## config.mk

```make
export PLATFORM = sky130hd
export DESIGN_NAME = pic_top
export DESIGN_NICKNAME = d
export VERILOG_FILES = /design/src/core/pic_pkg.sv /design/src/core/pic_link_if.sv /design/src/core/pic_top.sv /design/src/core/pic_edge_detect.sv /design/src/core/pic_priority.sv
export SDC_FILE = /design/constraint.sdc
export NUM_CORES = 1
export LEC_CHECK = 0
export ABC_AREA = 1
export BUFFER_PORTS_ARGS = -buffer_cell sky130_fd_sc_hd__buf_2
export CAP_MARGIN = 20
export CORE_ASPECT_RATIO = 1.2
export CORE_UTILIZATION = 53
export CTS_CLUSTER_DIAMETER = 150
export DETAILED_ROUTE_END_ITERATION = 10
export PLACE_DENSITY = 0.77
export SYNTH_ARGS = -nofsm -noshare
export SYNTH_HDL_FRONTEND = slang
export SYNTH_SLANG_ARGS = --single-unit
```

## constraint.sdc

```tcl
create_clock -name clk -period 2.3 [get_ports clk]
set_input_delay 0.345 -clock clk [delete_from_list [all_inputs] [get_ports clk]]
set_output_delay 0.345 -clock clk [all_outputs]
set_load 0.02 [all_outputs]
```

## src/core/pic_pkg.sv

```systemverilog
// Shared constants, source map and vector table of the interrupt controller
package pic_pkg;

  localparam int NSRC = 14;
  localparam int NEXT = 4;
  localparam int IDX_W = 4;

  // Register byte offsets
  localparam logic [7:0] OFF_EN_HIGH   = 8'h00;
  localparam logic [7:0] OFF_EN_MID    = 8'h04;
  localparam logic [7:0] OFF_EN_LOW    = 8'h08;
  localparam logic [7:0] OFF_REQ_HIGH  = 8'h0c;
  localparam logic [7:0] OFF_REQ_MID   = 8'h10;
  localparam logic [7:0] OFF_REQ_LOW   = 8'h14;
  localparam logic [7:0] OFF_PEND_HIGH = 8'h18;
  localparam logic [7:0] OFF_PEND_LOW  = 8'h1c;
  localparam logic [7:0] OFF_PSW       = 8'h20;
  localparam logic [7:0] OFF_SP        = 8'h24;
  localparam logic [7:0] OFF_STATUS    = 8'h28;
  localparam logic [7:0] OFF_EDGE_SEL  = 8'hfc;

  // Status word fields and reset values
  localparam int PSW_IME_BIT = 2;
  localparam int PSW_BRK_BIT = 4;
  localparam logic [7:0] PSW_RESET  = 8'h00;
  localparam logic [7:0] SP_RESET   = 8'hff;
  localparam logic [7:0] EDGE_RESET = 8'h00;

  // Edge selection codes, two bits per external input
  localparam logic [1:0] EDGE_OFF  = 2'h0;
  localparam logic [1:0] EDGE_FALL = 2'h1;
  localparam logic [1:0] EDGE_RISE = 2'h2;
  localparam logic [1:0] EDGE_BOTH = 2'h3;

  // Acceptance timing
  localparam int ACCEPT_OSC_PERIODS = 8;
  localparam int OSC_PERIOD_PS      = 4000;
  localparam int CLK_PERIOD_PS      = 4000;
  localparam int ACCEPT_CYCLES =
    (ACCEPT_OSC_PERIODS * OSC_PERIOD_PS + CLK_PERIOD_PS - 1) / CLK_PERIOD_PS;
  localparam int PUSH_COUNT = 3;

  // Vectors
  localparam logic [15:0] VEC_RESET = 16'hfffe;
  localparam logic [15:0] VEC_BRK   = 16'hffde;

  function automatic logic [15:0] vector_of(input logic [IDX_W-1:0] idx);
    unique case (idx)
      4'h0: vector_of = 16'hfffa;
      4'h1: vector_of = 16'hfff8;
      4'h2: vector_of = 16'hfff6;
      4'h3: vector_of = 16'hfff4;
      4'h4, 4'h5: vector_of = 16'hfff2;
      4'h6: vector_of = 16'hffee;
      4'h7: vector_of = 16'hffec;
      4'h8: vector_of = 16'hffea;
      4'h9: vector_of = 16'hffe8;
      4'ha: vector_of = 16'hffe4;
      4'hb: vector_of = 16'hffe2;
      default: vector_of = 16'hffe0;
    endcase
  endfunction : vector_of

  // Request and enable layout: group 0 high, 1 mid, 2 low
  function automatic logic [1:0] req_grp(input int i);
    unique case (i)
      0, 1, 2, 4, 5: req_grp = 2'h0;
      3, 12, 13:     req_grp = 2'h2;
      default:       req_grp = 2'h1;
    endcase
  endfunction : req_grp

  function automatic int req_bit(input int i);
    unique case (i)
      0: req_bit = 6;
      1: req_bit = 5;
      2: req_bit = 4;
      3: req_bit = 5;
      4: req_bit = 3;
      5: req_bit = 2;
      12: req_bit = 7;
      13: req_bit = 6;
      default: req_bit = 13 - i;
    endcase
  endfunction : req_bit

  // Pending layout: group 0 high, 1 low
  function automatic logic [1:0] pend_grp(input int i);
    pend_grp = (i == 3 || i >= 9) ? 2'h1 : 2'h0;
  endfunction : pend_grp

  function automatic int pend_bit(input int i);
    unique case (i)
      0: pend_bit = 7;
      1: pend_bit = 6;
      2: pend_bit = 5;
      3: pend_bit = 2;
      default: pend_bit = (i <= 8) ? 8 - i : 16 - i;
    endcase
  endfunction : pend_bit

endpackage : pic_pkg

```

## src/core/pic_link_if.sv

```systemverilog
// Internal links between the controller and its edge and priority helpers
`timescale 1ns/1ps
interface pic_link_if;
  logic [pic_pkg::NEXT-1:0]  ext_edge;
  logic [7:0]                edge_sel;
  logic [pic_pkg::NSRC-1:0]  candidates;
  logic                      winner_valid;
  logic [pic_pkg::IDX_W-1:0] winner_idx;

  modport edge_mp (output ext_edge, input edge_sel);
  modport enc_mp  (input candidates, output winner_valid, winner_idx);
  modport top_mp  (input ext_edge, winner_valid, winner_idx, output edge_sel, candidates);
endinterface : pic_link_if

```

## src/core/pic_top.sv

```systemverilog
// Prioritised interrupt controller with AHB-Lite register access
`timescale 1ns/1ps
module pic_top (
  // Clock and reset
  input  wire logic        clk,
  input  wire logic        srst,
  // AHB-Lite slave
  input  wire logic        hsel,
  input  wire logic [31:0] haddr,
  input  wire logic [1:0]  htrans,
  input  wire logic        hwrite,
  input  wire logic [2:0]  hsize,
  input  wire logic [31:0] hwdata,
  input  wire logic        hready,
  output logic      [31:0] hrdata,
  output logic             hreadyout,
  output logic             hresp,
  // External interrupt pins
  input  wire logic [3:0]  ext_pin,
  // Peripheral events
  input  wire logic        uart_rx_done,
  input  wire logic        uart_tx_done,
  input  wire logic [3:0]  timer_match,
  input  wire logic        adc_done,
  input  wire logic        interval_overflow,
  input  wire logic        watchdog_match,
  input  wire logic        watchdog_reset_select,
  input  wire logic        watch_period,
  // Processor core
  input  wire logic        insn_done,
  input  wire logic        brk_request,
  input  wire logic [15:0] return_pc,
  input  wire logic        psw_restore,
  input  wire logic [7:0]  psw_restore_data,
  output logic             core_hold,
  output logic             pc_load,
  output logic      [15:0] pc_vector,
  output logic             stack_we,
  output logic      [7:0]  stack_addr,
  output logic      [7:0]  stack_wdata,
  output logic             master_enable
);
  localparam int NSRC = pic_pkg::NSRC;

  typedef enum logic [2:0] {ST_BOOT, ST_IDLE, ST_PUSH, ST_FETCH, ST_LOAD} pic_state_e;

  pic_link_if lnk ();

  pic_edge_detect #(.N(pic_pkg::NEXT)) u_edge (
    .clk  (clk),
    .srst (srst),
    .pin  (ext_pin),
    .lnk  (lnk.edge_mp)
  );

  pic_priority u_prio (
    .lnk (lnk.enc_mp)
  );

  // Registers
  logic [NSRC-1:0] req_r;
  logic [NSRC-1:0] en_r;
  logic [NSRC-1:0] pend_r;
  logic [7:0]      edge_sel_r;
  logic [7:0]      psw_r;
  logic [7:0]      sp_r;
  pic_state_e      state_r;
  logic [3:0]      cnt_r;
  logic [15:0]     vec_r;
  logic [15:0]     ret_pc_r;
  logic [7:0]      psw_save_r;
  localparam int IDXW = pic_pkg::IDX_W;
  logic [IDXW:0]   last_idx_r;

  // Bus state
  logic            wr_pend_r;
  logic [7:0]      wr_off_r;
  logic [31:0]     hrdata_r;

  // Core side output flops
  logic            core_hold_r;
  logic            pc_load_r;
  logic [15:0]     pc_vector_r;
  logic            stack_we_r;
  logic [7:0]      stack_addr_r;
  logic [7:0]      stack_wdata_r;

  // Combinational
  logic [NSRC-1:0] src_set;
  logic            addr_acc;
  logic            wr_en;
  logic [7:0]      wdat;
  logic [NSRC-1:0] req_wmask;
  logic [NSRC-1:0] req_wval;
  logic [NSRC-1:0] en_wmask;
  logic [NSRC-1:0] en_wval;
  logic [NSRC-1:0] pend_wmask;
  logic [NSRC-1:0] pend_wval;
  logic            take_irq;
  logic            take_brk;

  // Gathers a source vector into one 8-bit register image
  function automatic logic [7:0] pack_req(input logic [NSRC-1:0] v, input logic [1:0] g);
    pack_req = 8'h00;
    for (int i = 0; i < NSRC; i++) begin
      if (pic_pkg::req_grp(i) == g) pack_req[pic_pkg::req_bit(i)] = v[i];
    end
  endfunction : pack_req

  function automatic logic [7:0] pack_pend(input logic [NSRC-1:0] v, input logic [1:0] g);
    pack_pend = 8'h00;
    for (int i = 0; i < NSRC; i++) begin
      if (pic_pkg::pend_grp(i) == g) pack_pend[pic_pkg::pend_bit(i)] = v[i];
    end
  endfunction : pack_pend

  function automatic logic [31:0] read_mux(input logic [7:0] off);
    unique case (off)
      pic_pkg::OFF_EN_HIGH:   read_mux = {24'h0, pack_req(en_r, 2'h0)};
      pic_pkg::OFF_EN_MID:    read_mux = {24'h0, pack_req(en_r, 2'h1)};
      pic_pkg::OFF_EN_LOW:    read_mux = {24'h0, pack_req(en_r, 2'h2)};
      pic_pkg::OFF_REQ_HIGH:  read_mux = {24'h0, pack_req(req_r, 2'h0)};
      pic_pkg::OFF_REQ_MID:   read_mux = {24'h0, pack_req(req_r, 2'h1)};
      pic_pkg::OFF_REQ_LOW:   read_mux = {24'h0, pack_req(req_r, 2'h2)};
      pic_pkg::OFF_PEND_HIGH: read_mux = {24'h0, pack_pend(pend_r, 2'h0)};
      pic_pkg::OFF_PEND_LOW:  read_mux = {24'h0, pack_pend(pend_r, 2'h1)};
      pic_pkg::OFF_PSW:       read_mux = {24'h0, psw_r};
      pic_pkg::OFF_SP:        read_mux = {24'h0, sp_r};
      pic_pkg::OFF_STATUS:    read_mux = {23'h0, last_idx_r, 3'h0, core_hold_r};
      pic_pkg::OFF_EDGE_SEL:  read_mux = {24'h0, edge_sel_r};
      default:                read_mux = 32'h0;
    endcase
  endfunction : read_mux

  // Event sources in priority order
  always_comb begin
    src_set[3:0]  = lnk.ext_edge;
    src_set[4]    = uart_rx_done;
    src_set[5]    = uart_tx_done;
    src_set[9:6]  = timer_match;
    src_set[10]   = adc_done;
    src_set[11]   = interval_overflow;
    src_set[12]   = watchdog_match & ~watchdog_reset_select;
    src_set[13]   = watch_period;
  end

  // AHB-Lite address phase, zero wait states
  assign addr_acc = hsel & hready & htrans[1];
  assign wr_en    = wr_pend_r;
  assign wdat     = hwdata[7:0];

  always_ff @(posedge clk) begin
    if (srst) begin
      wr_pend_r <= 1'b0;
      wr_off_r  <= 8'h00;
      hrdata_r  <= 32'h0;
    end else begin
      wr_pend_r <= addr_acc & hwrite;
      if (addr_acc) wr_off_r <= haddr[7:0];
      if (addr_acc && !hwrite) hrdata_r <= read_mux(haddr[7:0]);
    end
  end

  // Write masks per source vector
  always_comb begin
    req_wmask  = '0;
    req_wval   = '0;
    en_wmask   = '0;
    en_wval    = '0;
    pend_wmask = '0;
    pend_wval  = '0;
    for (int i = 0; i < NSRC; i++) begin
      if (wr_en && wr_off_r == pic_pkg::OFF_REQ_HIGH + 8'(pic_pkg::req_grp(i)) * 8'h04) begin
        req_wmask[i] = 1'b1;
        req_wval[i]  = wdat[pic_pkg::req_bit(i)];
      end
      if (wr_en && wr_off_r == pic_pkg::OFF_EN_HIGH + 8'(pic_pkg::req_grp(i)) * 8'h04) begin
        en_wmask[i] = 1'b1;
        en_wval[i]  = wdat[pic_pkg::req_bit(i)];
      end
      if (wr_en && wr_off_r == pic_pkg::OFF_PEND_HIGH + 8'(pic_pkg::pend_grp(i)) * 8'h04) begin
        pend_wmask[i] = 1'b1;
        pend_wval[i]  = wdat[pic_pkg::pend_bit(i)];
      end
    end
  end

  // Request flags: events win over a software write; acceptance leaves them alone
  always_ff @(posedge clk) begin
    if (srst) begin
      req_r <= '0;
    end else begin
      req_r <= (req_r & ~req_wmask) | (req_wval & req_wmask) | src_set;
    end
  end

  always_ff @(posedge clk) begin
    if (srst) begin
      en_r <= '0;
    end else begin
      en_r <= (en_r & ~en_wmask) | (en_wval & en_wmask);
    end
  end

  // Pending flags: only software can clear them
  always_ff @(posedge clk) begin
    if (srst) begin
      pend_r <= '0;
    end else begin
      pend_r <= (pend_r & ~pend_wmask) | (pend_wval & pend_wmask) | (req_r & en_r);
    end
  end

  always_ff @(posedge clk) begin
    if (srst) begin
      edge_sel_r <= pic_pkg::EDGE_RESET;
    end else if (wr_en && wr_off_r == pic_pkg::OFF_EDGE_SEL) begin
      edge_sel_r <= wdat;
    end
  end

  assign lnk.edge_sel   = edge_sel_r;
  assign lnk.candidates = req_r & en_r;

  // Acceptance decision at the end of an instruction
  assign take_irq = (state_r == ST_IDLE) && insn_done && psw_r[pic_pkg::PSW_IME_BIT] &&
                    lnk.winner_valid;
  assign take_brk = (state_r == ST_IDLE) && insn_done && !take_irq && brk_request;

  // Status word: acceptance clears master enable ahead of software or return restore
  always_ff @(posedge clk) begin
    if (srst) begin
      psw_r <= pic_pkg::PSW_RESET;
    end else if (take_irq || take_brk) begin
      psw_r[pic_pkg::PSW_IME_BIT] <= 1'b0;
      psw_r[pic_pkg::PSW_BRK_BIT] <= take_brk;
    end else if (psw_restore) begin
      psw_r <= psw_restore_data;
    end else if (wr_en && wr_off_r == pic_pkg::OFF_PSW) begin
      psw_r <= wdat;
    end
  end

  // Acceptance sequencer
  always_ff @(posedge clk) begin
    if (srst) begin
      state_r    <= ST_BOOT;
      cnt_r      <= 4'h0;
      vec_r      <= pic_pkg::VEC_RESET;
      ret_pc_r   <= 16'h0000;
      psw_save_r <= 8'h00;
      last_idx_r <= '0;
    end else begin
      unique case (state_r)
        ST_BOOT: begin
          state_r <= ST_IDLE;
        end
        ST_IDLE: begin
          if (take_irq || take_brk) begin
            state_r    <= ST_PUSH;
            cnt_r      <= 4'h1;
            ret_pc_r   <= return_pc;
            psw_save_r <= psw_r;
            vec_r      <= take_irq ? pic_pkg::vector_of(lnk.winner_idx) : pic_pkg::VEC_BRK;
            if (take_irq) last_idx_r <= {1'b0, lnk.winner_idx} + 5'h01;
          end
        end
        ST_PUSH: begin
          cnt_r <= cnt_r + 4'h1;
          if (cnt_r == 4'(pic_pkg::PUSH_COUNT)) state_r <= ST_FETCH;
        end
        ST_FETCH: begin
          cnt_r <= cnt_r + 4'h1;
          if (cnt_r == 4'(pic_pkg::ACCEPT_CYCLES - 2)) state_r <= ST_LOAD;
        end
        ST_LOAD: begin
          cnt_r   <= 4'h0;
          state_r <= ST_IDLE;
        end
        default: state_r <= ST_IDLE;
      endcase
    end
  end

  // Stack pushes: high return byte, low return byte, status word
  always_ff @(posedge clk) begin
    if (srst) begin
      sp_r          <= pic_pkg::SP_RESET;
      stack_we_r    <= 1'b0;
      stack_addr_r  <= 8'h00;
      stack_wdata_r <= 8'h00;
    end else if (state_r == ST_PUSH) begin
      stack_we_r   <= 1'b1;
      stack_addr_r <= sp_r;
      sp_r         <= sp_r - 8'h01;
      unique case (cnt_r)
        4'h1:    stack_wdata_r <= ret_pc_r[15:8];
        4'h2:    stack_wdata_r <= ret_pc_r[7:0];
        default: stack_wdata_r <= psw_save_r;
      endcase
    end else begin
      stack_we_r <= 1'b0;
      if (wr_en && wr_off_r == pic_pkg::OFF_SP) sp_r <= wdat;
    end
  end

  // Program counter load after boot and at the end of acceptance
  always_ff @(posedge clk) begin
    if (srst) begin
      pc_load_r   <= 1'b0;
      pc_vector_r <= pic_pkg::VEC_RESET;
      core_hold_r <= 1'b1;
    end else begin
      pc_load_r   <= (state_r == ST_BOOT) || (state_r == ST_LOAD);
      pc_vector_r <= (state_r == ST_LOAD) ? vec_r : pc_vector_r;
      core_hold_r <= (state_r != ST_IDLE) ? (state_r != ST_LOAD) && (state_r != ST_BOOT)
                                          : (take_irq || take_brk);
    end
  end

  assign hrdata        = hrdata_r;
  assign hreadyout     = 1'b1;
  assign hresp         = 1'b0;
  assign core_hold     = core_hold_r;
  assign pc_load       = pc_load_r;
  assign pc_vector     = pc_vector_r;
  assign stack_we      = stack_we_r;
  assign stack_addr    = stack_addr_r;
  assign stack_wdata   = stack_wdata_r;
  assign master_enable = psw_r[pic_pkg::PSW_IME_BIT];

  logic unused_bits;
  assign unused_bits = ^{haddr[31:8], hsize, hwdata[31:8], htrans[0]};
endmodule : pic_top

```

## src/core/pic_edge_detect.sv

```systemverilog
// Synchronises the external interrupt pins and detects the selected transitions
`timescale 1ns/1ps
module pic_edge_detect #(
  parameter int N = pic_pkg::NEXT
) (
  // Clock and reset
  input  wire logic         clk,
  input  wire logic         srst,
  // Pins
  input  wire logic [N-1:0] pin,
  // Link
  pic_link_if.edge_mp       lnk
);
  if (N < 1 || N > 4) begin : g_bad_n
    $error("pic_edge_detect: N must be 1 to 4");
  end

  logic [N-1:0] meta_r;
  logic [N-1:0] sync_r;
  logic [N-1:0] prev_r;

  always_ff @(posedge clk) begin
    if (srst) begin
      meta_r <= '0;
      sync_r <= '0;
      prev_r <= '0;
    end else begin
      meta_r <= pin;
      sync_r <= meta_r;
      prev_r <= sync_r;
    end
  end

  always_comb begin
    lnk.ext_edge = '0;
    for (int i = 0; i < N; i++) begin
      unique case (lnk.edge_sel[2*i +: 2])
        pic_pkg::EDGE_FALL: lnk.ext_edge[i] = prev_r[i] & ~sync_r[i];
        pic_pkg::EDGE_RISE: lnk.ext_edge[i] = ~prev_r[i] & sync_r[i];
        pic_pkg::EDGE_BOTH: lnk.ext_edge[i] = prev_r[i] ^ sync_r[i];
        pic_pkg::EDGE_OFF:  lnk.ext_edge[i] = 1'b0;
      endcase
    end
  end
endmodule : pic_edge_detect

```

## src/core/pic_priority.sv

```systemverilog
// Fixed priority pick: the lowest index among the candidates wins
`timescale 1ns/1ps
module pic_priority (
  // Link
  pic_link_if.enc_mp lnk
);
  always_comb begin
    lnk.winner_valid = 1'b0;
    lnk.winner_idx   = '0;
    for (int i = pic_pkg::NSRC - 1; i >= 0; i--) begin
      if (lnk.candidates[i]) begin
        lnk.winner_valid = 1'b1;
        lnk.winner_idx   = pic_pkg::IDX_W'(i);
      end
    end
  end
endmodule : pic_priority

```

==> impl_metrics.ini <==
[placement]
hpwl_um = 15400
place.gp.congestion = 0.967
pre_cts_ws_ns = 0.0459
dp.cells = 1290
portBuffers = 97

[drt]
drt_pass1_iterations = 5
vias = 7235
drt-vias-per-instance = 5.46
drt_iter0_drc = 595
drt-total-wl_um = 20800
final_antenna_net_count = 0
remaining_drc_errors = 0
post_drt_wl_per_cell_um = 15.7

[setup_path]
critical_path_depth = 23
cp.buffers_inverters = 3
crit_chain = nand2_2 > inv_2 > nand2_1 > nand2_1 > nand2_1 > nand2_1 > nand2_1 > nand2_1 > nand2_1 > nand2_1 > nand2_1 > nand2_1 > nand2_2 > a21boi_2 > buf_4 > ha_1 > nand2_1 > nand2_1 > inv_1 > nand2_1 > nand2_1 > nand2_1 > nand2_1
critPathLaunchType = flop
required_ns = 2.63
rr_worst_depth = 23
critPathMaxStageDelay_ns = 0.35
crit_type = reg -> reg
worstPathArrival_ns = 2.41
cp_common_cell = nand2_1
crit_path_end_kind = flop
r2r-end = vec_r[1]
crit_family = simple AND/OR/NAND/NOR gates
r2r_setup_slack_ns = 0.22
cpMaxStageDelayCell = dfxtp_2
path_max_fanout = 3
crit_path_end = vec_r[1]

[global_route]
grt_overflow = 0
grt_max_degree = 47
grt_pass1_wl_um = 33700
first_global_vias = 6725
grt_usage_pct = 30.4
grt_antenna_before_repair = 0

[synth]
syn_inst = 1028
yosysTopAreaCell = dfxtp_1
ys_ff_latch = 161
ys_warn_count = 0
synth.avg_cell_area_um2 = 7.25
ys_types = 40
synth_top_area_share_pct = 43.2
seq_area_frac_synth_pct = 43.2
syn_area_um2 = 7450
synthTopCellsByArea = dfxtp_1 (43%), nand2_1 (9.8%), o21ai_0 (6.6%), inv_1 (6.4%), a21oi_1 (6.3%)

[finish]
finalNonFillerCells = 1324
layout_commonest_cell = nand2_1
diodes = 0
final_util_pct = 63.7
synthToLayoutAreaGrowth_pct = 17.6
fin_nets = 1274
layout_common_cells = nand2_1 (191), dfxtp_1 (159), inv_1 (126)
drive_above_1_share_pct = 15.5
multiInputGateArea_um2 = 3500
ff_latch_area_um2 = 3230
fill_cells = 1253

[outcome]
status = completed

[sta]
final_max_slew_viol_count = 0
finalCritPeriodShare_pct = 90.5
setup-tns-final_ns = 0
setup-violations-final = 0
finClkSkew_ns = 0.00896
final_hold_viol_count = 0
fmaxAchievable_ghz = 0.480
tightest_slew_ns = 0.714
maxSlewHeadroom_pct = 52.2
min_period_ns = 2.08
setup_ws_ns = 0.218

[clock_network]
cts_max_level = 4
cts_root_buf = clkbuf_16
cts_tree = built
insertion_delay_ns = 0.43
clk_path_buf_depth = 2
holdBufCountCts = 0
clkTransAtPathRegs_ns = 0.07
cts.sinks = 161
cts_inserted_buffers = 17

[power]
ir_drop_uv = 579
fin_total_pwr_mw = 7.56
clkPwrFrac_pct = 36.7
p_sw_share_pct = 32.0
power_density_nw_per_um2 = 862
p_int_mw = 5.14
power_frac_comb_pct = 20.3
seqPwrFrac_pct = 43.0
p_sw_mw = 2.42
p_leak_nw = 3.95

[die]
rows = 47
die_area_um2 = 14500
io-pin-count = 186
die_y_um = 132
core_um2 = 13800
chipWidth_um = 110
start_util_pct = 54.2

[flow_run]
maxCapViolCount = 0

[hold_path]
hold_class = in -> reg
[through the flow]
stage	cell area (µm²)	hold slack, ns
4_1_cts	8710	0.102
2_1_floorplan	7580	0.388
5_1_grt	8770	0.114
3_5_place_dp	8130	0.398
3_3_place_gp	8130	0.393
6_report	8770	0.111
[metal layers]
layer / vias to the layer above / part of all wire (%) / GRT usage [%]
met2: 309 / 47 / 47.7
li1: 3574 / - / -
met1: 3281 / 41 / 38.1
met4: 0 / 5.0 / 16.7
met3: 71 / 7.2 / 6.82
met5: - / 0 / 0
[logic make-up after synthesis]
family                   Yosys count  synth area share [%]
AND/OR/NAND/NOR                  364                  19.8
other                              2                 0.101
AO/OA/AOI/OAI                    280                  21.5
buffers and inverters            200                  12.0
adder cells (fa/ha/maj)           18                  3.02
flip-flops                       161                  43.2
XOR/XNOR                           3                 0.353
[what timing repair did]
| item | in CTS | in global routing |
|---|---|---|
| setup buffers | 0 | 2 |
| setup endpoints to repair | 0 | 25 |
| gates resized for setup | 0 | 14 |
[synthesized netlist by cell type]
cell type / instances
a211oi_1: 13
a21boi_0: 1
a21oi_1: 94
a221oi_1: 9
a31oi_1: 24
a32oi_1: 1
a41oi_1: 2
and3_1: 1
buf_1: 2
buf_2: 8
buf_4: 36
clkbuf_1: 22
clkbuf_2: 1
clkinv_1: 2
conb_1: 2
dfxtp_1: 161
ha_1: 18
inv_1: 128
inv_2: 1
nand2_1: 194
nand3_1: 42
nand4_1: 1
nor2_1: 105
nor2_2: 3
nor2_4: 1
nor3_1: 10
nor3_2: 1
nor4_1: 4
o2111ai_1: 4
o211ai_1: 12
o21a_1: 1
o21ai_0: 98
o21bai_1: 2
o221ai_1: 2
o22ai_1: 12
o311ai_0: 1
o31ai_1: 3
o32ai_1: 1
or2_2: 2
xor2_1: 3
[power by group through the flow]
| stage | logic [mW] | clock network, mW | registers [mW] |
|---|---|---|---|
| 2_1_floorplan | 0.918 | 0 | 3.40 |
| 3_3_place_gp | 1.45 | 0 | 3.30 |
| 3_5_place_dp | 1.48 | 0 | 3.29 |
| 4_1_cts | 1.49 | 2.81 | 3.24 |
| 5_1_grt | 1.71 | 2.94 | 3.27 |
| 6_report | 1.53 | 2.78 | 3.25 |
[worst min path at each step]
stage                          start          endpoint  depth (start not counted)
floorplan           u_edge.meta_r[0]  u_edge.sync_r[0]                          2
global placement    u_edge.meta_r[0]  u_edge.sync_r[0]                          2
detailed placement  u_edge.meta_r[2]  u_edge.sync_r[2]                          2
CTS                       ext_pin[2]  u_edge.meta_r[2]                          3
global route              ext_pin[0]  u_edge.meta_r[0]                          3
finish                    ext_pin[2]  u_edge.meta_r[2]                          3
[worst register-to-register path, delay by kind of cell, from the launching register on]
kind,cells,cell delay [ns]
AND/OR/NAND/NOR,18,1.05
buffers and inverters,3,0.22
flip-flops,1,0.35
adder cells (fa/ha/maj),1,0.16
AO/OA/AOI/OAI,1,0.18
[registers in the layout, summed over array words and instances, names as in the netlist, 5 cells and up, named ones only]
name and flops:
req_r 14, vec_r 5, stack_addr 8, pc_vector 5, edge_sel_r 8, hrdata 9
ret_pc_r 16, psw_save_r 8, stack_wdata 8, last_idx_r 5, pend_r 14, sp_r 8
psw_r 8, wr_off_r 8
[cell type report]
cell class	instances	share of cell area (%)
repair buffers	128	8.62
clock buffers	20	5.21
well taps	171	2.44
flip-flops and latches	161	36.8
inverters	131	5.65
multi-input cells	701	39.9
clock inverters	12	1.41
No activity file was read; power rests on OpenSTA's default activity.
